[config.mk]
export PLATFORM = sky130hd
export DESIGN_NAME = rssim_top
export DESIGN_NICKNAME = d
export VERILOG_FILES = /design/src/rssim_pkg.sv /design/src/rssim_avg_if.sv /design/src/rssim_avg.sv /design/src/rssim_top.sv
export SDC_FILE = /design/constraint.sdc
export NUM_CORES = 1
export LEC_CHECK = 0
export ABC_AREA = 1
export BUFFER_PORTS_ARGS = -buffer_cell sky130_fd_sc_hd__buf_2
export CORE_UTILIZATION = 45
export DETAILED_ROUTE_END_ITERATION = 12
export HOLD_SLACK_MARGIN = 0.1
export PLACE_DENSITY = 0.62
export SLEW_MARGIN = 20
export SYNTH_ARGS = -nofsm -noshare
export SYNTH_HDL_FRONTEND = slang
export SYNTH_SLANG_ARGS = --single-unit
[constraint.sdc]
create_clock -name SYS_CLK -period 10.25 [get_ports SYS_CLK]
set_clock_uncertainty 0.2 [all_clocks]
set_input_delay 1.025 -clock SYS_CLK [delete_from_list [all_inputs] [get_ports SYS_CLK]]
set_output_delay 1.025 -clock SYS_CLK [all_outputs]
set_load 0.03 [all_outputs]
[src/rssim_pkg.sv]
//------------------------------------------------------------
//------------------------------------------------------------
package rssim_pkg;

	//------------------------------------------------------------
	// widths
	//------------------------------------------------------------
	localparam int ADDR_W  = 4;
	localparam int DATA_W  = 8;
	localparam int LEVEL_W = 8;
	localparam int WIN_LEN = 16;
	localparam int WIN_LOG = 4;
	localparam int SUM_W   = LEVEL_W + WIN_LOG;
	localparam int ACC_W   = 18;

	//------------------------------------------------------------
	// register offsets
	//------------------------------------------------------------
	localparam logic [ADDR_W-1:0] OFS_MODE  = 4'h0;
	localparam logic [ADDR_W-1:0] OFS_FILT  = 4'h1;
	localparam logic [ADDR_W-1:0] OFS_CPLX  = 4'h2;
	localparam logic [ADDR_W-1:0] OFS_DEV   = 4'h3;
	localparam logic [ADDR_W-1:0] OFS_LEVEL = 4'h4;
	localparam logic [ADDR_W-1:0] OFS_IRQ   = 4'h5;
	localparam logic [ADDR_W-1:0] OFS_RSSI  = 4'h6;

	//------------------------------------------------------------
	// field positions
	//------------------------------------------------------------
	localparam int MODE_LSB = 5;
	localparam int GAIN_LSB = 3;
	localparam int PBW_LSB  = 4;
	localparam int LPF_LSB  = 0;
	localparam int CPX_BIT  = 7;
	localparam int CEN_LSB  = 3;
	localparam int SRCA_LSB = 6;
	localparam int SRCB_LSB = 4;
	localparam int FLAG_BIT = 0;

	//------------------------------------------------------------
	// codes and reset values
	//------------------------------------------------------------
	typedef enum logic [1:0] {
		GAIN_M13P5, GAIN_M9, GAIN_M4P5, GAIN_0DB
	} rssim_gain_t;

	typedef enum logic [1:0] {MS_IDLE, MS_FILL, MS_RUN} rssim_meas_t;

	localparam logic [2:0]         MODE_RX    = 3'h3;
	localparam logic [2:0]         MODE_RST   = 3'h0;
	localparam logic [3:0]         PBW_RST    = 4'h0;
	localparam logic [3:0]         LPF_RST    = 4'h0;
	localparam logic [3:0]         CEN_RST    = 4'h3;
	localparam logic [7:0]         DEV_RST    = 8'h03;
	localparam logic [7:0]         LEVEL_RST  = 8'h00;
	localparam logic [1:0]         SRC_RST    = 2'h0;
	localparam logic [1:0]         SRC_ALARM  = 2'h1;
	localparam logic [DATA_W-1:0]  RD_UNMAP   = 8'h00;

	//------------------------------------------------------------
	// timing
	//------------------------------------------------------------
	localparam int CLK_PERIOD_NS = 40;
	localparam int CLK_KHZ       = 1000000 / CLK_PERIOD_NS;
	localparam int FDEV_STEP_KHZ = 25;
	localparam int SAMPLES_PER   = 16;
	localparam logic [ACC_W-1:0] ACC_WRAP = ACC_W'(CLK_KHZ);

	// phase step per clock: sixteen samples per deviation period
	function automatic logic [ACC_W-1:0] rate_inc(input logic [7:0] dev);
		logic [ACC_W-1:0] d;
		d = ACC_W'(dev) + ACC_W'(1);
		return ACC_W'(d * ACC_W'(SAMPLES_PER * FDEV_STEP_KHZ));
	endfunction : rate_inc

	// envelope sample: larger of the i and q levels
	function automatic logic [LEVEL_W-1:0] env_of(
		input logic [LEVEL_W-1:0] a,
		input logic [LEVEL_W-1:0] b
	);
		return (a > b) ? a : b;
	endfunction : env_of

endpackage : rssim_pkg

[src/rssim_avg_if.sv]
interface rssim_avg_if;
	import rssim_pkg::*;

	logic               clear;
	logic               sample_stb;
	logic [LEVEL_W-1:0] sample;
	logic               update;
	logic [LEVEL_W-1:0] mean;

	modport meter (output clear, output sample_stb, output sample,
		input update, input mean);
	modport avg (input clear, input sample_stb, input sample,
		output update, output mean);
endinterface : rssim_avg_if

[src/rssim_avg.sv]
module rssim_avg
	import rssim_pkg::*;
(
	// clock and reset
	input  wire logic   clk,
	input  wire logic   reset_n,
	// sample stream
	rssim_avg_if.avg    bus
);

	//------------------------------------------------------------
	// sliding window
	//------------------------------------------------------------
	logic [LEVEL_W-1:0] win [WIN_LEN];
	logic [WIN_LOG-1:0] ptr;
	logic [SUM_W-1:0]   sum;
	logic [SUM_W-1:0]   next_sum;

	// oldest sample leaves as the new one enters
	assign next_sum = sum + SUM_W'(bus.sample) - SUM_W'(win[ptr]);

	always_ff @(posedge clk) begin
		if (!reset_n || bus.clear) begin
			for (int k = 0; k < WIN_LEN; k++) begin
				win[k] <= '0;
			end
			ptr <= '0;
			sum <= '0;
		end else if (bus.sample_stb) begin
			win[ptr] <= bus.sample;
			ptr      <= ptr + WIN_LOG'(1);
			sum      <= next_sum;
		end
	end

	always_ff @(posedge clk) begin
		if (!reset_n || bus.clear) begin
			bus.mean   <= '0;
			bus.update <= 1'b0;
		end else begin
			bus.update <= bus.sample_stb;
			if (bus.sample_stb) begin
				bus.mean <= next_sum[SUM_W-1:WIN_LOG];
			end
		end
	end

endmodule : rssim_avg

[src/rssim_top.sv]
module rssim_top
	import rssim_pkg::*;
(
	// clock and reset
	input  wire logic              SYS_CLK,
	input  wire logic              RESET_N,
	// register port
	input  wire logic [ADDR_W-1:0] ADDR,
	input  wire logic [DATA_W-1:0] WDATA,
	input  wire logic              WR,
	input  wire logic              RD,
	output logic      [DATA_W-1:0] RDATA,
	// baseband levels from the amplifier chain
	input  wire logic [LEVEL_W-1:0] I_LEVEL,
	input  wire logic [LEVEL_W-1:0] Q_LEVEL,
	// receive chain configuration
	output logic      [1:0]        IF_GAIN_SEL,
	output logic      [3:0]        PASSIVE_BW_SEL,
	output logic      [3:0]        LOWPASS_CUTOFF_SEL,
	output logic                   COMPLEX_FILTER_EN,
	output logic      [3:0]        COMPLEX_CENTER_SEL,
	output logic      [2:0]        OPERATING_MODE_SEL,
	// measurement and events
	output logic      [LEVEL_W-1:0] SIGNAL_STRENGTH_VALUE,
	output logic                   EVENT_PIN_A,
	output logic                   EVENT_PIN_B
);

	//------------------------------------------------------------
	// registers
	//------------------------------------------------------------
	logic [2:0]         operating_mode_sel;
	rssim_gain_t        if_gain_sel;
	logic [3:0]         passive_bw_sel;
	logic [3:0]         lowpass_cutoff_sel;
	logic               complex_filter_en;
	logic [3:0]         complex_center_sel;
	logic [7:0]         deviation_setting;
	logic [7:0]         strength_alarm_level;
	logic [1:0]         pin_a_source_sel;
	logic [1:0]         pin_b_source_sel;
	logic               strength_alarm_flag;
	logic [LEVEL_W-1:0] signal_strength_value;

	//------------------------------------------------------------
	// address decode
	//------------------------------------------------------------
	logic wr_mode;
	logic wr_filt;
	logic wr_cplx;
	logic wr_dev;
	logic wr_level;
	logic wr_irq;
	logic flag_clear;

	assign wr_mode  = WR && (ADDR == OFS_MODE);
	assign wr_filt  = WR && (ADDR == OFS_FILT);
	assign wr_cplx  = WR && (ADDR == OFS_CPLX);
	assign wr_dev   = WR && (ADDR == OFS_DEV);
	assign wr_level = WR && (ADDR == OFS_LEVEL);
	assign wr_irq   = WR && (ADDR == OFS_IRQ);
	assign flag_clear = wr_irq && WDATA[FLAG_BIT];

	//------------------------------------------------------------
	// register writes
	//------------------------------------------------------------
	always_ff @(posedge SYS_CLK) begin
		if (!RESET_N) begin
			operating_mode_sel <= MODE_RST;
			if_gain_sel        <= GAIN_0DB;
		end else if (wr_mode) begin
			operating_mode_sel <= WDATA[MODE_LSB +: 3];
			if_gain_sel        <= rssim_gain_t'(WDATA[GAIN_LSB +: 2]);
		end
	end

	always_ff @(posedge SYS_CLK) begin
		if (!RESET_N) begin
			passive_bw_sel     <= PBW_RST;
			lowpass_cutoff_sel <= LPF_RST;
		end else if (wr_filt) begin
			passive_bw_sel     <= WDATA[PBW_LSB +: 4];
			lowpass_cutoff_sel <= WDATA[LPF_LSB +: 4];
		end
	end

	always_ff @(posedge SYS_CLK) begin
		if (!RESET_N) begin
			complex_filter_en  <= 1'b0;
			complex_center_sel <= CEN_RST;
		end else if (wr_cplx) begin
			complex_filter_en  <= WDATA[CPX_BIT];
			complex_center_sel <= WDATA[CEN_LSB +: 4];
		end
	end

	always_ff @(posedge SYS_CLK) begin
		if (!RESET_N) begin
			deviation_setting <= DEV_RST;
		end else if (wr_dev) begin
			deviation_setting <= WDATA;
		end
	end

	always_ff @(posedge SYS_CLK) begin
		if (!RESET_N) begin
			strength_alarm_level <= LEVEL_RST;
		end else if (wr_level) begin
			strength_alarm_level <= WDATA;
		end
	end

	always_ff @(posedge SYS_CLK) begin
		if (!RESET_N) begin
			pin_a_source_sel <= SRC_RST;
			pin_b_source_sel <= SRC_RST;
		end else if (wr_irq) begin
			pin_a_source_sel <= WDATA[SRCA_LSB +: 2];
			pin_b_source_sel <= WDATA[SRCB_LSB +: 2];
		end
	end

	//------------------------------------------------------------
	// level input synchronisers
	//------------------------------------------------------------
	logic [LEVEL_W-1:0] i_meta;
	logic [LEVEL_W-1:0] i_sync;
	logic [LEVEL_W-1:0] q_meta;
	logic [LEVEL_W-1:0] q_sync;

	always_ff @(posedge SYS_CLK) begin
		if (!RESET_N) begin
			i_meta <= '0;
			i_sync <= '0;
			q_meta <= '0;
			q_sync <= '0;
		end else begin
			i_meta <= I_LEVEL;
			i_sync <= i_meta;
			q_meta <= Q_LEVEL;
			q_sync <= q_meta;
		end
	end

	//------------------------------------------------------------
	// sample rate generator
	//------------------------------------------------------------
	logic             rx_on;
	logic [ACC_W-1:0] acc;
	logic [ACC_W-1:0] inc;
	logic [ACC_W-1:0] next_acc;
	logic             rate_max;
	logic             wrap;
	logic             sample_stb;

	// nothing is measured outside receive mode
	assign rx_on    = (operating_mode_sel == MODE_RX);
	// one rate for both modes: in ook the deviation equals the low if
	assign inc      = rate_inc(deviation_setting);
	assign next_acc = acc + inc;
	assign rate_max = (inc >= ACC_WRAP);
	assign wrap     = rate_max || (next_acc >= ACC_WRAP);

	always_ff @(posedge SYS_CLK) begin
		if (!RESET_N || !rx_on || rate_max) begin
			acc <= '0;
		end else if (wrap) begin
			acc <= next_acc - ACC_WRAP;
		end else begin
			acc <= next_acc;
		end
	end

	always_ff @(posedge SYS_CLK) begin
		if (!RESET_N) begin
			sample_stb <= 1'b0;
		end else begin
			sample_stb <= rx_on && wrap;
		end
	end

	//------------------------------------------------------------
	// averager
	//------------------------------------------------------------
	rssim_avg_if avg_bus ();

	assign avg_bus.clear      = !rx_on;
	assign avg_bus.sample_stb = sample_stb;
	assign avg_bus.sample     = env_of(i_sync, q_sync);

	rssim_avg u_avg (
		.clk     (SYS_CLK),
		.reset_n (RESET_N),
		.bus     (avg_bus.avg)
	);

	//------------------------------------------------------------
	// measurement state
	//------------------------------------------------------------
	rssim_meas_t        meas;
	rssim_meas_t        next_meas;
	logic [WIN_LOG-1:0] fill_cnt;
	logic               fill_done;

	assign fill_done = avg_bus.update && (fill_cnt == WIN_LOG'(WIN_LEN - 1));

	always_comb begin
		next_meas = meas;
		case (meas)
			MS_IDLE: begin
				if (rx_on) begin
					next_meas = MS_FILL;
				end
			end
			MS_FILL: begin
				if (!rx_on) begin
					next_meas = MS_IDLE;
				end else if (fill_done) begin
					next_meas = MS_RUN;
				end
			end
			MS_RUN: begin
				if (!rx_on) begin
					next_meas = MS_IDLE;
				end
			end
			default: begin
				next_meas = MS_IDLE;
			end
		endcase
	end

	always_ff @(posedge SYS_CLK) begin
		if (!RESET_N) begin
			meas     <= MS_IDLE;
			fill_cnt <= '0;
		end else begin
			meas <= next_meas;
			if (meas != MS_FILL) begin
				fill_cnt <= '0;
			end else if (avg_bus.update) begin
				fill_cnt <= fill_cnt + WIN_LOG'(1);
			end
		end
	end

	//------------------------------------------------------------
	// strength value and alarm
	//------------------------------------------------------------
	logic above;
	logic alarm_set;

	assign above     = (avg_bus.mean > strength_alarm_level);
	assign alarm_set = (meas == MS_RUN) && avg_bus.update && above;

	always_ff @(posedge SYS_CLK) begin
		if (!RESET_N) begin
			signal_strength_value <= '0;
		end else if (avg_bus.update) begin
			signal_strength_value <= avg_bus.mean;
		end
	end

	// a new event wins over a clear in the same cycle
	always_ff @(posedge SYS_CLK) begin
		if (!RESET_N) begin
			strength_alarm_flag <= 1'b0;
		end else if (alarm_set) begin
			strength_alarm_flag <= 1'b1;
		end else if (flag_clear) begin
			strength_alarm_flag <= 1'b0;
		end
	end

	//------------------------------------------------------------
	// event pins
	//------------------------------------------------------------
	logic pin_a_next;
	logic pin_b_next;

	assign pin_a_next = (pin_a_source_sel == SRC_ALARM) &&
		strength_alarm_flag;
	assign pin_b_next = (pin_b_source_sel == SRC_ALARM) &&
		strength_alarm_flag;

	always_ff @(posedge SYS_CLK) begin
		if (!RESET_N) begin
			EVENT_PIN_A <= 1'b0;
			EVENT_PIN_B <= 1'b0;
		end else begin
			EVENT_PIN_A <= pin_a_next;
			EVENT_PIN_B <= pin_b_next;
		end
	end

	//------------------------------------------------------------
	// read back
	//------------------------------------------------------------
	logic [DATA_W-1:0] rd_word;

	always_comb begin
		rd_word = RD_UNMAP;
		if (ADDR == OFS_MODE) begin
			rd_word[MODE_LSB +: 3] = operating_mode_sel;
			rd_word[GAIN_LSB +: 2] = if_gain_sel;
		end else if (ADDR == OFS_FILT) begin
			rd_word[PBW_LSB +: 4] = passive_bw_sel;
			rd_word[LPF_LSB +: 4] = lowpass_cutoff_sel;
		end else if (ADDR == OFS_CPLX) begin
			rd_word[CPX_BIT]      = complex_filter_en;
			rd_word[CEN_LSB +: 4] = complex_center_sel;
		end else if (ADDR == OFS_DEV) begin
			rd_word = deviation_setting;
		end else if (ADDR == OFS_LEVEL) begin
			rd_word = strength_alarm_level;
		end else if (ADDR == OFS_IRQ) begin
			rd_word[SRCA_LSB +: 2] = pin_a_source_sel;
			rd_word[SRCB_LSB +: 2] = pin_b_source_sel;
			rd_word[FLAG_BIT]      = strength_alarm_flag;
		end else if (ADDR == OFS_RSSI) begin
			rd_word = signal_strength_value;
		end
	end

	always_ff @(posedge SYS_CLK) begin
		if (!RESET_N) begin
			RDATA <= '0;
		end else if (RD) begin
			RDATA <= rd_word;
		end else begin
			RDATA <= '0;
		end
	end

	//------------------------------------------------------------
	// configuration and strength outputs
	//------------------------------------------------------------
	always_ff @(posedge SYS_CLK) begin
		if (!RESET_N) begin
			IF_GAIN_SEL           <= GAIN_0DB;
			PASSIVE_BW_SEL        <= PBW_RST;
			LOWPASS_CUTOFF_SEL    <= LPF_RST;
			COMPLEX_FILTER_EN     <= 1'b0;
			COMPLEX_CENTER_SEL    <= CEN_RST;
			OPERATING_MODE_SEL    <= MODE_RST;
			SIGNAL_STRENGTH_VALUE <= '0;
		end else begin
			IF_GAIN_SEL           <= if_gain_sel;
			PASSIVE_BW_SEL        <= passive_bw_sel;
			LOWPASS_CUTOFF_SEL    <= lowpass_cutoff_sel;
			COMPLEX_FILTER_EN     <= complex_filter_en;
			COMPLEX_CENTER_SEL    <= complex_center_sel;
			OPERATING_MODE_SEL    <= operating_mode_sel;
			SIGNAL_STRENGTH_VALUE <= signal_strength_value;
		end
	end

endmodule : rssim_top

# ---- Word-level counts from Yosys, hierarchy flattened
# Memories as Yosys holds them, arrays and structs flattened. A register that Yosys moved wholly into a read port is not among the register bits.
# Index checks and enable logic that the tools add are counted.
dict set report classes {
  n_mux 29
  magnitude_cmp 4
  bitwise_logic 2
  reduce_logical 26
  n_mul 1
  n_eq_ne 16
  addsub 7
}
# cell count
set op_table {}
lappend op_table {{$mux W8} 6}
lappend op_table {{$ge A18 B15 Y1 const B} 2}
lappend op_table {{$add A18 B18 Y18} 1}
lappend op_table {{$mux W18} 1}
lappend op_table {{$sub A18 B15 Y18 const B} 1}
lappend op_table {{$gt A8 B8 Y1} 2}
lappend op_table {{$mux W4} 4}
lappend op_table {{$mul A9 B5 Y14 const B} 1}
lappend op_table {{$logic_and A1 B1 Y1} 13}
lappend op_table {{$add A12 B8 Y12} 1}
lappend op_table {{$eq A4 B3 Y1 const B} 3}
lappend op_table {{$sub A12 B8 Y12} 1}
lappend op_table {{$mux W5} 2}
lappend op_table {{$add A8 B1 Y9 const B} 1}
lappend op_table {{$mux W1} 9}
lappend op_table {{$add A4 B1 Y4 const B} 2}
lappend op_table {{$eq A4 B2 Y1 const B} 2}
lappend op_table {{$mux W2} 4}
lappend op_table {{$reduce_or A8 Y1} 1}
lappend op_table {{$eq A2 B1 Y1 const B} 3}
lappend op_table {{$mux W3} 2}
lappend op_table {{$pmux W2 S3} 1}
lappend op_table {{$eq A4 B1 Y1 const B} 1}
lappend op_table {{$eq A4 B4 Y1 const B} 1}
lappend op_table {{other kinds (15)} 20}
dict set report totals {
  memories 1
  word_cells 121
  out_inout_bits 36
  ff_bits 165
  ramBits 128
  input_bits 32
}
# memory depth width read_ports rd_ports_with_merged_regs write_ports line_no
set memory_table {}
lappend memory_table {u_avg.win 16 8 1 1 16 rssim_avg.sv:14} ;# logic [LEVEL_W-1:0] win [WIN_LEN];

# ---- Logic depth before layout (Yosys ltp)
# Gate-level depths: netlist (run 1).
dict set report logic_depth {
  ltp_word 8
  depth_mapped 33
  depth_no_buf 33
}

# ---- Cells and area by module
# From an unflattened synthesis (run 1), not the netlist that was laid out.
dict set report hier_totals {
  cells_unflattened 1850
  hier_area_um2 14804.2
}
# module area_per_inst_um2 seq_area_each_um2 cells_each n_inst
set modules_own_cells {}
lappend modules_own_cells {rssim_avg 7489.7 4264.1 814 1}
lappend modules_own_cells {rssim_top 7314.5 2742.6 1036 1}

# ---- Least setup slack after synthesis (run 1)
# OpenSTA, ideal clock, no wires.
dict set report synth_timing {
  path_kind {register to register}
  from {register deviation_setting[1]}
  to {register acc[8]}
  arrival_ns 4.639
  n_path_buf 1
  path_stages_with_launch 30
  path_slack_ns 5.299
  setup_time_ns 0.112
  period_less_slack_ns 4.951
  t_required_ns 9.938
  path_cell_list {dfxtp_1 > ha_1 > nand3_1 > xor2_1 > ha_1 > ha_1 > inv_1 > fa_1 > inv_1 > ha_1 > nand2_1 > nor2_1 > nand2_1 > nand3_1 > nand2_1 > nand2_1 > nand2_1 > nand2_1 > inv_1 > ha_1 > inv_1 > nor3_1 > nand3_1 > nand3_1 > nand3_4 > nor2_8 > nand3_4 > buf_8 > a21oi_2 > nor2_1}
}
dict set report synth_via {
  elab_chain_cells 6
  elab_cells_between_ends 9
  classes_between {add/sub (3); mul (1); order compare (2); mux (1); reduce/logical (2)}
}
# element line_no
set synth_rtl {}
lappend synth_rtl {{from (decl)} rssim_top.sv:38} ;# logic [7:0] deviation_setting;
lappend synth_rtl {{from (signal assigned)} rssim_top.sv:99} ;# deviation_setting <= DEV_RST;
lappend synth_rtl {{from (signal assigned)} rssim_top.sv:101} ;# deviation_setting <= WDATA;
lappend synth_rtl {{$add A8 B1 Y9 *} rssim_pkg.sv:72} ;# d = ACC_W'(dev) + ACC_W'(1);
lappend synth_rtl {{$mul A9 B5 Y14 *} rssim_pkg.sv:73} ;# return ACC_W'(d * ACC_W'(SAMPLES_PER * FDEV_STEP_KHZ));
lappend synth_rtl {{$add A18 B18 Y18} rssim_top.sv:160} ;# assign next_acc = acc + inc;
lappend synth_rtl {{$ge A18 B15 Y1} rssim_top.sv:162} ;# assign wrap = rate_max || (next_acc >= ACC_WRAP);
lappend synth_rtl {{$logic_or A1 B1 Y1} rssim_top.sv:162}
lappend synth_rtl {{$mux W18} rssim_top.sv:167} ;# end else if (wrap) begin
lappend synth_rtl {{to (signal assigned)} rssim_top.sv:168} ;# acc <= next_acc - ACC_WRAP;
lappend synth_rtl {{to (signal assigned)} rssim_top.sv:170} ;# acc <= next_acc;
lappend synth_rtl {{to (decl)} rssim_top.sv:149} ;# logic [ACC_W-1:0] acc;
# Every way passes the cells marked *; elsewhere a longest branch is shown, timed or not.
# A chain may end at the register's enable or synchronous reset.

# ---- Worst setup path in the final report (run 1)
dict set report layout_timing {
  from {register deviation_setting[1]}
  to {register acc[9]}
}
# Same word-level chain as after synthesis.

==> results of run 1 <==
Yosys cell counts, types with 8 or more instances:
master    count  area (um2)
o211ai_1     33         248
fa_1         13         260
o21ai_0     102         510
mux2i_1      32         320
nand4_1      20         125
nand2_2      24         150
xor2_1       23         201
edfxtp_1    128        3840
nand2_1     288        1080
nand3_1      76         380
nor2_1      203         762
inv_1       278        1040
a221oi_1      9        78.8
dfxtp_1     158        3160
ha_1         79         988
o21ai_1       8        40.0
a21oi_1     132         661
nor3_1       13        65.1
clkbuf_1     49         184
through the flow:
stage / setup WS, ns / power (mW) / instance area [um2] / cells
6_report: 4.69 / 2.62 / 16400 / 2247
5_1_grt: 4.23 / 2.73 / 16400 / 2247
4_1_cts: 4.70 / 2.65 / 16400 / 2247
3_5_place_dp: 4.71 / 1.53 / 15400 / 2192
3_3_place_gp: 4.90 / 1.52 / 15400 / 2192
2_1_floorplan: 5.30 / 1.44 / 14600 / 1734
per-layer routing:
layer,GRT usage (%),part of all wire [%],wire [um],vias up
met2,34.0,47,15500,238
met5,0,0,0,-
met4,5.34,2.3,755,0
li1,-,-,-,5786
met1,26.1,47,15300,5145
met3,2.35,3.8,1250,48
final cells by class:
cell class                 instances  area, um2  area share, %
timing repair buffer              80        433           2.64
clock inverter                    18        195           1.19
sequential                       286       7010           42.7
multi-input combinational       1104       6330           38.5
clock buffer                      37        828           5.05
inverter                         287       1080           6.56
tap                              435        544           3.32
worst paths after layout:
kind	end	from	slack, ns	cells after the start
worst min register to register	q_sync[4]	q_meta[4]	0.21	2
worst min-delay path	q_sync[4]	q_meta[4]	0.21	2
worst max-delay path	acc[9]	deviation_setting[1]	4.69	28
worst max register to register	acc[9]	deviation_setting[1]	4.69	28
flip-flops by register name (all words and copies together), names as in the netlist, 8 cells and up, named ones only:
| name | cells |
|---|---|
| deviation_setting | 8 |
| RDATA | 8 |
| SIGNAL_STRENGTH_VALUE | 8 |
| acc | 15 |
| i_sync | 8 |
| signal_strength_value | 8 |
| u_avg.win | 128 |
| i_meta | 8 |
| q_sync | 8 |
| strength_alarm_level | 8 |
| q_meta | 8 |
| u_avg.bus.mean | 8 |
worst max-delay path, delay by kind of cell (launching register included):
family | cells | cell delay [ns]
and+or+nand+nor | 16 | 2.03
buffers and inverters | 4 | 0.24
adders and majority gates | 6 | 2.07
DFF | 1 | 0.42
AOI/OAI and AO/OA | 1 | 0.22
xor gates and xnor gates | 1 | 0.27
cell usage in the layout (no fill, tap or decap), types with 5 or more instances in the layout:
master and n:
nand2_1 288, buf_4 13, mux2i_1 32, nor3_1 13, nor2_1 203, fa_1 13, o211ai_1 33, xor2_1 23
o21ai_0 102, clkbuf_16 31, inv_2 7, a221oi_1 9, a21oi_2 5, buf_2 67, o21ai_1 8, nand4_1 20
ha_1 79, clkinv_2 7, edfxtp_1 128, clkinv_1 6, nand2_2 24, a21oi_1 132, o22ai_1 7, dfxtp_1 157
inv_1 278, nand3_1 76
kinds of logic (layout without fill, tap and decap cells):
group / count (synthesis) / count (layout) / share of synthesized area (%)
xor+xnor: 28 / 28 / 1.73
fa+ha+maj: 92 / 92 / 8.53
buf+inv: 344 / 422 / 8.95
simple gates: 648 / 648 / 19.1
flops: 286 / 286 / 47.8
compound gates: 304 / 304 / 11.7
mux: 32 / 32 / 2.19
where the power goes:
part / leakage [nW] / switching, mW / internal (mW)
clock: 0.506 / 0.448 / 0.671
combinational: 4.11 / 0.205 / 0.103
sequential: 2.86 / 0.00428 / 1.19
==> results.json, run 1 <==
{
  "status": "completed",
  "grt_use_total_pct": 19.7,
  "crit_top_cell": "nand2_1",
  "cts_tree": "done",
  "finalHoldViolCount": 0,
  "drive_gt1_share_pct": 10.2,
  "fin_crit_sh_pct": 54.3,
  "nFillCells": 2990,
  "slew_viol_final": 0,
  "ys_ff_latch": 286,
  "avgSynthCellArea_um2": 8.45,
  "port_buffers": 67,
  "drt-wirelength-per-cell_um": 14.6,
  "pin_count": 68,
  "dpl.hpwl_mm": 23.3,
  "vias": 11200,
  "worst_setup_path_end_kind": "flop",
  "ys_seq_area_share_pct": 47.8,
  "synthCells": 1734,
  "clkSinkCount": 286,
  "max_stage_delay_ns": 0.53,
  "antenna_found_initial": 0,
  "cellPowerDensity_nw_per_um2": 160,
  "synth_cell_types": 46,
  "max_slew_margin_pct": 34.3,
  "die_w_um": 182,
  "max_freq_mhz": 180,
  "ctsHoldBuffers": 0,
  "row_count": 65,
  "drt_iter0_drc": 802,
  "fp.coreArea_um2": 31800,
  "drtAntennaViolNets": 0,
  "yosysWarningCount": 0,
  "area_growth_pct": 12.1,
  "place_congestion": 0.849,
  "cp_max_fo": 19,
  "tns_ns": 0,
  "min_period_ns": 5.56,
  "cap_violations": 0,
  "min_path_type": "reg -> reg",
  "grt_max_degree": 98,
  "start_util_pct": 46.1,
  "syn_nets": 1858,
  "cts_buffer_depth": 3,
  "worstSetupPathType": "reg -> reg",
  "worst_pin_slew_ns": 0.985,
  "dieArea_um2": 33300,
  "firstDrtPassIters": 5,
  "rsz0062_at_grt": "no",
  "grt_first_pass_wirelength_mm": 53.1,
  "grt_pass1_vias": 10700,
  "cts.clk_slew.worst_paths_ns": 0.06,
  "cts_made_buffers": 31,
  "post_cts_resized": 0,
  "synth_ff_type": "dfxtp_1",
  "synth_area_um2": 14600,
  "clockRootBuffer": "clkbuf_16",
  "start_kind": "flop",
  "n_antenna_cell": 0,
  "htreeDepth": 1,
  "wirelength_mm": 32.8,
  "grt_remaining_overflow": 0,
  "setup-violations-final": 0,
  "fin_nets": 1914,
  "timing.hold.ws_ns": 0.211,
  "ir_worst_vdd_v": 0.000126,
  "insertion_delay_ns": 0.56,
  "cts_setup_buffers": 0,
  "synth_edf_count": 128,
  "required_ns": 10.50,
  "drc": 0,
  "die_h_um": 182,
  "fin_util_pct": 51.6,
  "crit_arrival_ns": 5.81,
  "synth-async-reset-ratio_pct": 0,
  "cp_slowest_cell": "fa_1",
  "avgViaCountPerCell": 4.99,
  "p_leak_nw": 7.48
}
(Power assumes the default switching activity.)
==> run 2, diff against run 1 <==
--- a/config.mk
+++ b/config.mk
@@ -10,7 +10,7 @@
 export CORE_UTILIZATION = 45
 export DETAILED_ROUTE_END_ITERATION = 12
 export HOLD_SLACK_MARGIN = 0.1
-export PLACE_DENSITY = 0.62
+export PLACE_DENSITY = 0.65
 export SLEW_MARGIN = 20
 export SYNTH_ARGS = -nofsm -noshare
 export SYNTH_HDL_FRONTEND = slang
==> constraint.sdc (replaced) <==
create_clock -name SYS_CLK -period 5 [get_ports SYS_CLK]
set_clock_uncertainty 0.2 [all_clocks]
set_input_delay 0.5 -clock SYS_CLK [delete_from_list [all_inputs] [get_ports SYS_CLK]]
set_output_delay 0.5 -clock SYS_CLK [all_outputs]
set_load 0.03 [all_outputs]
==> run 2 against run 1 <==
Against the previous run:
- critical path depth did not move
- flip-flop and latch count did not move
- maximum frequency rose by 16%
- clock power rose by 98%
- core utilization rose by 3.2 points
- critical path type unchanged
- critical endpoint is now acc[5]
- largest power group unchanged
- highest routed layer unchanged
==> results.json, run 2 (synthesized netlist as in run 1, its figures left out) <==
{
  "status": "completed",
  "cp_max_fo": 8,
  "pin_count": 68,
  "reg2reg_depth": 28,
  "die_w_um": 182,
  "largest_register_ffs": 128,
  "r2r_setup_slack_ns": 0.19,
  "ir_worst_vdd_v": 0.000273,
  "grt_util_met2_pct": 36.8,
  "min_period_ns": 4.81,
  "drc": 0,
  "insertion_delay_ns": 0.58,
  "max_slew_margin_pct": 28.2,
  "cp_slowest_cell": "fa_1",
  "firstDrtPassIters": 7,
  "cts_tree": "done",
  "grtUsageMet3_pct": 2.10,
  "drt_iter0_drc": 754,
  "dieArea_um2": 33300,
  "die_h_um": 182,
  "crit_arrival_ns": 5.11,
  "rr_startpoint": "deviation_setting[1]",
  "grt_max_degree": 97,
  "finalHoldViolCount": 0,
  "start_util_pct": 46.1,
  "avgViaCountPerCell": 5.12,
  "drtAntennaViolNets": 0,
  "crit_top_cell": "nand2_2",
  "mostFrequentLayoutCells": "nand2_1, inv_1, nor2_1",
  "max_stage_delay_ns": 0.48,
  "final_common_cell": "nand2_1",
  "n_antenna_cell": 0,
  "dpl.hpwl_mm": 24.7,
  "startpoint": "deviation_setting[1]",
  "cts_made_buffers": 30,
  "crit_end": "acc[5]",
  "timing.hold.ws_ns": 0.125,
  "drive_gt1_share_pct": 15.8,
  "p_total_mw": 5.37,
  "antenna_found_initial": 0,
  "required_ns": 5.30,
  "worst_pin_slew_ns": 1.07,
  "min_path_type": "in -> reg",
  "fin_crit_sh_pct": 96.3,
  "dp.cells": 2222,
  "start_kind": "flop",
  "row_count": 65,
  "vias": 11800,
  "setup-violations-final": 0,
  "gr-max-usage-layer": "met2",
  "grt_use_total_pct": 20.9,
  "cts_buffer_depth": 3,
  "port_buffers": 67,
  "p_leak_nw": 7.78,
  "slew_viol_final": 0,
  "wirelength_mm": 35.3,
  "top_regs": "u_avg.win (128), acc (15)",
  "final_cells": 2309,
  "regMostFlops": "u_avg.win",
  "grt_pass1_vias": 11300,
  "max_freq_mhz": 208,
  "cellPowerDensity_nw_per_um2": 308,
  "grt_first_pass_wirelength_mm": 56.2,
  "fin_nets": 1976,
  "clkSinkCount": 286,
  "worst_setup_path_end_kind": "flop",
  "area_growth_pct": 19.0,
  "htreeDepth": 1,
  "worstSetupPathType": "reg -> reg",
  "drt-wirelength-per-cell_um": 15.3,
  "r2r_end": "acc[5]",
  "place_congestion": 0.891,
  "clockRootBuffer": "clkbuf_16",
  "grt_remaining_overflow": 0,
  "fp.coreArea_um2": 31800,
  "cap_violations": 0,
  "cts.clk_slew.worst_paths_ns": 0.06,
  "use_met1_pct": 26.9
}
run 2: worst min path at each step:
stage	start	to	slack (ns)	cells past startpoint
after floorplan	i_meta[0]	i_sync[0]	0.19	2
after global placement	q_meta[3]	q_sync[3]	0.19	2
after detailed placement	i_meta[0]	i_sync[0]	0.20	2
after CTS	WR	passive_bw_sel[3]	0.11	3
after global routing	WR	passive_bw_sel[3]	0.14	3
final	WR	passive_bw_sel[3]	0.13	3
run 2: worst max-delay path: cells and delay by family, from the launching register on:
kind,cells,cell delay (ns)
buf+inv,4,0.32
flops,1,0.38
fa+ha+maj,6,1.76
simple gates,15,1.56
xor+xnor,2,0.35
compound gates,1,0.15
run 2: what timing repair did:
item                       in CTS  in global routing
hold endpoints to repair       38                  0
hold buffers                   25                  0
setup endpoints to repair      16                 16
gates cloned                    1                  1
gates resized for setup         9                 91
setup buffers                   0                  6
pin swaps                       2                 29
run 2: power by group:
group	switching (mW)	total (mW)	internal, mW	leakage (nW)
clock network	0.947	2.22	1.27	0.474
logic	0.448	0.703	0.255	4.44
registers	0.00948	2.45	2.44	2.86
total	1.40	5.37	3.97	7.78
run 2: area by class of cell:
class                      count  area (um2)
fill                        2878       14400
timing repair buffer         141         985
clock buffer                  44         875
inverter                     287        1080
clock inverter                10         119
tap                          435         544
multi-input combinational   1106        6800
sequential                   286        7030
run 2: routing by layer:
| metal | part of all wire [%] | vias to the layer above |
|---|---|---|
| li1 | - | 5909 |
| met1 | 43 | 5550 |
| met2 | 49 | 285 |
| met3 | 4.4 | 72 |
| met4 | 3.1 | 0 |
| met5 | 0 | - |
run 2: metrics by stage:
stage / setup slack, ns / setup TNS, ns / utilization, % / area [um2]
floorplan: 0.0490 / 0 / - / 14600
global placement: 0.0153 / 0 / 49.2 / 15600
detailed placement: -0.168 / -1.83 / 49.2 / 15600
CTS: 0.0180 / 0 / 53.2 / 16900
global route: -0.103 / -0.576 / 54.8 / 17400
finish: 0.187 / 0 / 54.8 / 17400
==> run 3, diff against run 2 <==
--- a/config.mk
+++ b/config.mk
@@ -14,4 +14,5 @@
 export SLEW_MARGIN = 20
 export SYNTH_ARGS = -nofsm -noshare
 export SYNTH_HDL_FRONTEND = slang
+export SYNTH_HIERARCHICAL = 1
 export SYNTH_SLANG_ARGS = --single-unit
==> run 3 against run 2 <==
Against the previous run:
- core utilization about the same
- critical path depth is 4 higher
- clock-buffer cell count shrank 5
- via count up 4.3%
- first-iteration DRC count up 0.93%
- sequential share of layout area down 0.83 points
- cell area rose by 2.1%
- global-route usage up 0.20 points
- critical path type unchanged
- critical endpoint is now acc[3]
- highest routed layer unchanged
==> results.json, run 3 <==
{
  "min_period_ns": 4.99,
  "use_met1_pct": 27.8,
  "firstDrtPassIters": 5,
  "avgViaCountPerCell": 5.02,
  "cts_tree": "done",
  "p_leak_nw": 8.40,
  "fp.coreArea_um2": 32500,
  "cts_made_buffers": 30,
  "cellPowerDensity_nw_per_um2": 309,
  "min_path_cells": 5,
  "fin_crit_sh_pct": 99.8,
  "synthAdderAreaFrac_pct": 8.27,
  "dieArea_um2": 33600,
  "clkSinkCount": 286,
  "start_kind": "flop",
  "required_ns": 5.25,
  "synth_simple_gate_area_share_pct": 22.1,
  "syn_nets": 1972,
  "final_common_cell": "nor2_1",
  "insertion_delay_ns": 0.57,
  "synthCells": 1850,
  "port_buffers": 67,
  "ys_seq_area_share_pct": 47.3,
  "synth_cell_types": 44,
  "grt_pass1_vias": 11600,
  "synth_top_family_by_area": "simple AND/OR/NAND/NOR gates",
  "worstSetupPathType": "reg -> reg",
  "max_freq_mhz": 200,
  "clockRootBuffer": "clkbuf_16",
  "cap_violations": 0,
  "crit_arrival_ns": 5.24,
  "ys_ff_latch": 286,
  "antenna_found_initial": 0,
  "yosys.area.top_type_share_pct": 26.0,
  "worst_setup_path_end_kind": "flop",
  "drt_iter0_drc": 761,
  "r2r_end": "acc[3]",
  "grt_use_total_pct": 21.1,
  "synth_edf_count": 128,
  "holdPathEnd": "RDATA[5]",
  "r2r_setup_slack_ns": 0.008,
  "max_slew_margin_pct": 33.7,
  "mostFrequentLayoutCells": "nor2_1, nand2_1, inv_1",
  "die_h_um": 183,
  "path_delay_family": "adder cells",
  "regMostFlops": "u_avg/win",
  "nFillCells": 3004,
  "synthMuxAreaShare_pct": 0,
  "max_stage_delay_ns": 0.51,
  "setup_slack_ns": 0.00834,
  "crit_top_cell": "nand2_2",
  "top_regs": "u_avg/win (128), acc (15), u_avg/sum (12)",
  "worst_pin_slew_ns": 0.988,
  "n_antenna_cell": 0,
  "avgSynthCellArea_um2": 8.00,
  "rsz0062_at_grt": "yes",
  "drtAntennaViolNets": 0,
  "pin_count": 68,
  "cp_max_fo": 7,
  "gr-max-usage-layer": "met2",
  "row_count": 66,
  "preCtsSetupSlack_ns": -0.239,
  "wirelength_mm": 35.8,
  "start_util_pct": 45.6,
  "area_growth_pct": 20.1,
  "cp_num_buf_inv": 8,
  "synth_area_leader_cell": "edfxtp_1",
  "drt-wirelength-per-cell_um": 14.6,
  "min_path_type": "in -> reg",
  "worstHoldStart": "RD",
  "dpl.hpwl_mm": 24.4,
  "tns_ns": 0,
  "finalHoldViolCount": 0,
  "vias": 12300,
  "htreeDepth": 1,
  "synth_ff_type": "dfxtp_1",
  "ir_worst_vdd_v": 0.000287,
  "synth_area_leaders": "edfxtp_1, dfxtp_1, nor2_1",
  "timing.hold.ws_ns": 0.180,
  "grt_util_met2_pct": 36.2,
  "synth_area_um2": 14800,
  "die_w_um": 183,
  "cp_slowest_cell": "fa_1",
  "yosysWarningCount": 6,
  "grt_remaining_overflow": 0,
  "grt_first_pass_wirelength_mm": 57.3,
  "cts_buffer_depth": 3,
  "setup-violations-final": 0,
  "yosysMostFrequentCell": "nor2_1",
  "synth-async-reset-ratio_pct": 0,
  "place_congestion": 0.911,
  "rr_startpoint": "deviation_setting[0]",
  "drc": 0,
  "drive_gt1_share_pct": 17.0,
  "grtUsageMet3_pct": 2.74,
  "synthXorXnorAreaFrac_pct": 1.06,
  "synth_compound_area_share_pct": 11.5,
  "status": "completed",
  "reg2reg_depth": 32,
  "grt_max_degree": 100,
  "fin_nets": 2113,
  "synth_commonest_cells": "nor2_1, nand2_1, inv_1, dfxtp_1, o21ai_0",
  "slew_viol_final": 0,
  "largest_register_ffs": 128,
  "cts.clk_slew.worst_paths_ns": 0.06
}
run 3: cell count changes after synthesis, moves of 8 or more:
cell / previous run / this run
nor2_1: 203 / 321
buf_4: 1 / 13
o21ai_0: 102 / 133
mux2i_1: 32 / 0
xor2_1: 23 / 15
a21oi_1: 132 / 108
nand2_1: 288 / 303
run 3: tightest hold or removal path, delay by kind of cell:
family | cells | cell delay (ns)
AO/OA/AOI/OAI | 1 | 0.10
buffers and inverters | 3 | 0.24
AND/OR/NAND/NOR | 1 | 0.08
run 3: what timing repair did:
item,in CTS,in global routing
resized for setup,31,76
buffers inserted,3,8
hold buffers,25,0
pin swaps,8,39
setup endpoints to repair,16,16
hold endpoints to repair,34,0
cloned,3,0
run 3: layer usage:
layer / share of wire [%] / vias to the layer above / routed length [um]
met5: 0 / - / 0
met4: 2.7 / 0 / 959
met3: 4.6 / 63 / 1650
met2: 47 / 285 / 17000
met1: 45 / 5738 / 16200
li1: - / 6241 / -
run 3: how the worst max path moves through the flow:
stage	from	depth (start not counted)	slack (ns)	to
final	deviation_setting[0]	32	0.008	acc[3]
after global routing	deviation_setting[0]	34	-0.28	acc[12]
after global placement	deviation_setting[0]	27	-0.13	acc[11]
after floorplan	deviation_setting[1]	33	0.05	acc[15]
after CTS	deviation_setting[0]	30	0.02	acc[11]
after detailed placement	deviation_setting[0]	27	-0.24	acc[11]
run 3: cells by family after synthesis:
group,Yosys count
DFF,286
adders and majority gates,90
AOI/OAI and AO/OA,311
and+or+nand+nor,781
xor gates and xnor gates,18
buffers and inverters,364
run 3: cell type report:
cell class                      instances  area (um2)  area share [%]
Clock buffer                           39         795            4.47
Clock inverter                         17         209            1.18
Inverter                              292        1100            6.19
Multi-Input combinational cell       1203        6820            38.4
Sequential cell                       286        7020            39.5
Tap cell                              442         553            3.11
Timing Repair Buffer                  178        1280            7.20
run 3: stage by stage:
step	cell area (um2)	utilization, %	std cells	total power [mW]
final	17800	54.8	2457	5.50
after global routing	17800	54.8	2457	5.72
after CTS	17400	53.6	2449	5.52
after detailed placement	15900	49.0	2362	3.22
after global placement	15900	49.0	2362	3.21
after floorplan	14800	-	1850	2.99
run 3: power breakdown:
part	switching, mW	total [mW]	internal (mW)
registers	0.00884	2.45	2.44
logic	0.500	0.781	0.281
clock network	0.930	2.27	1.34
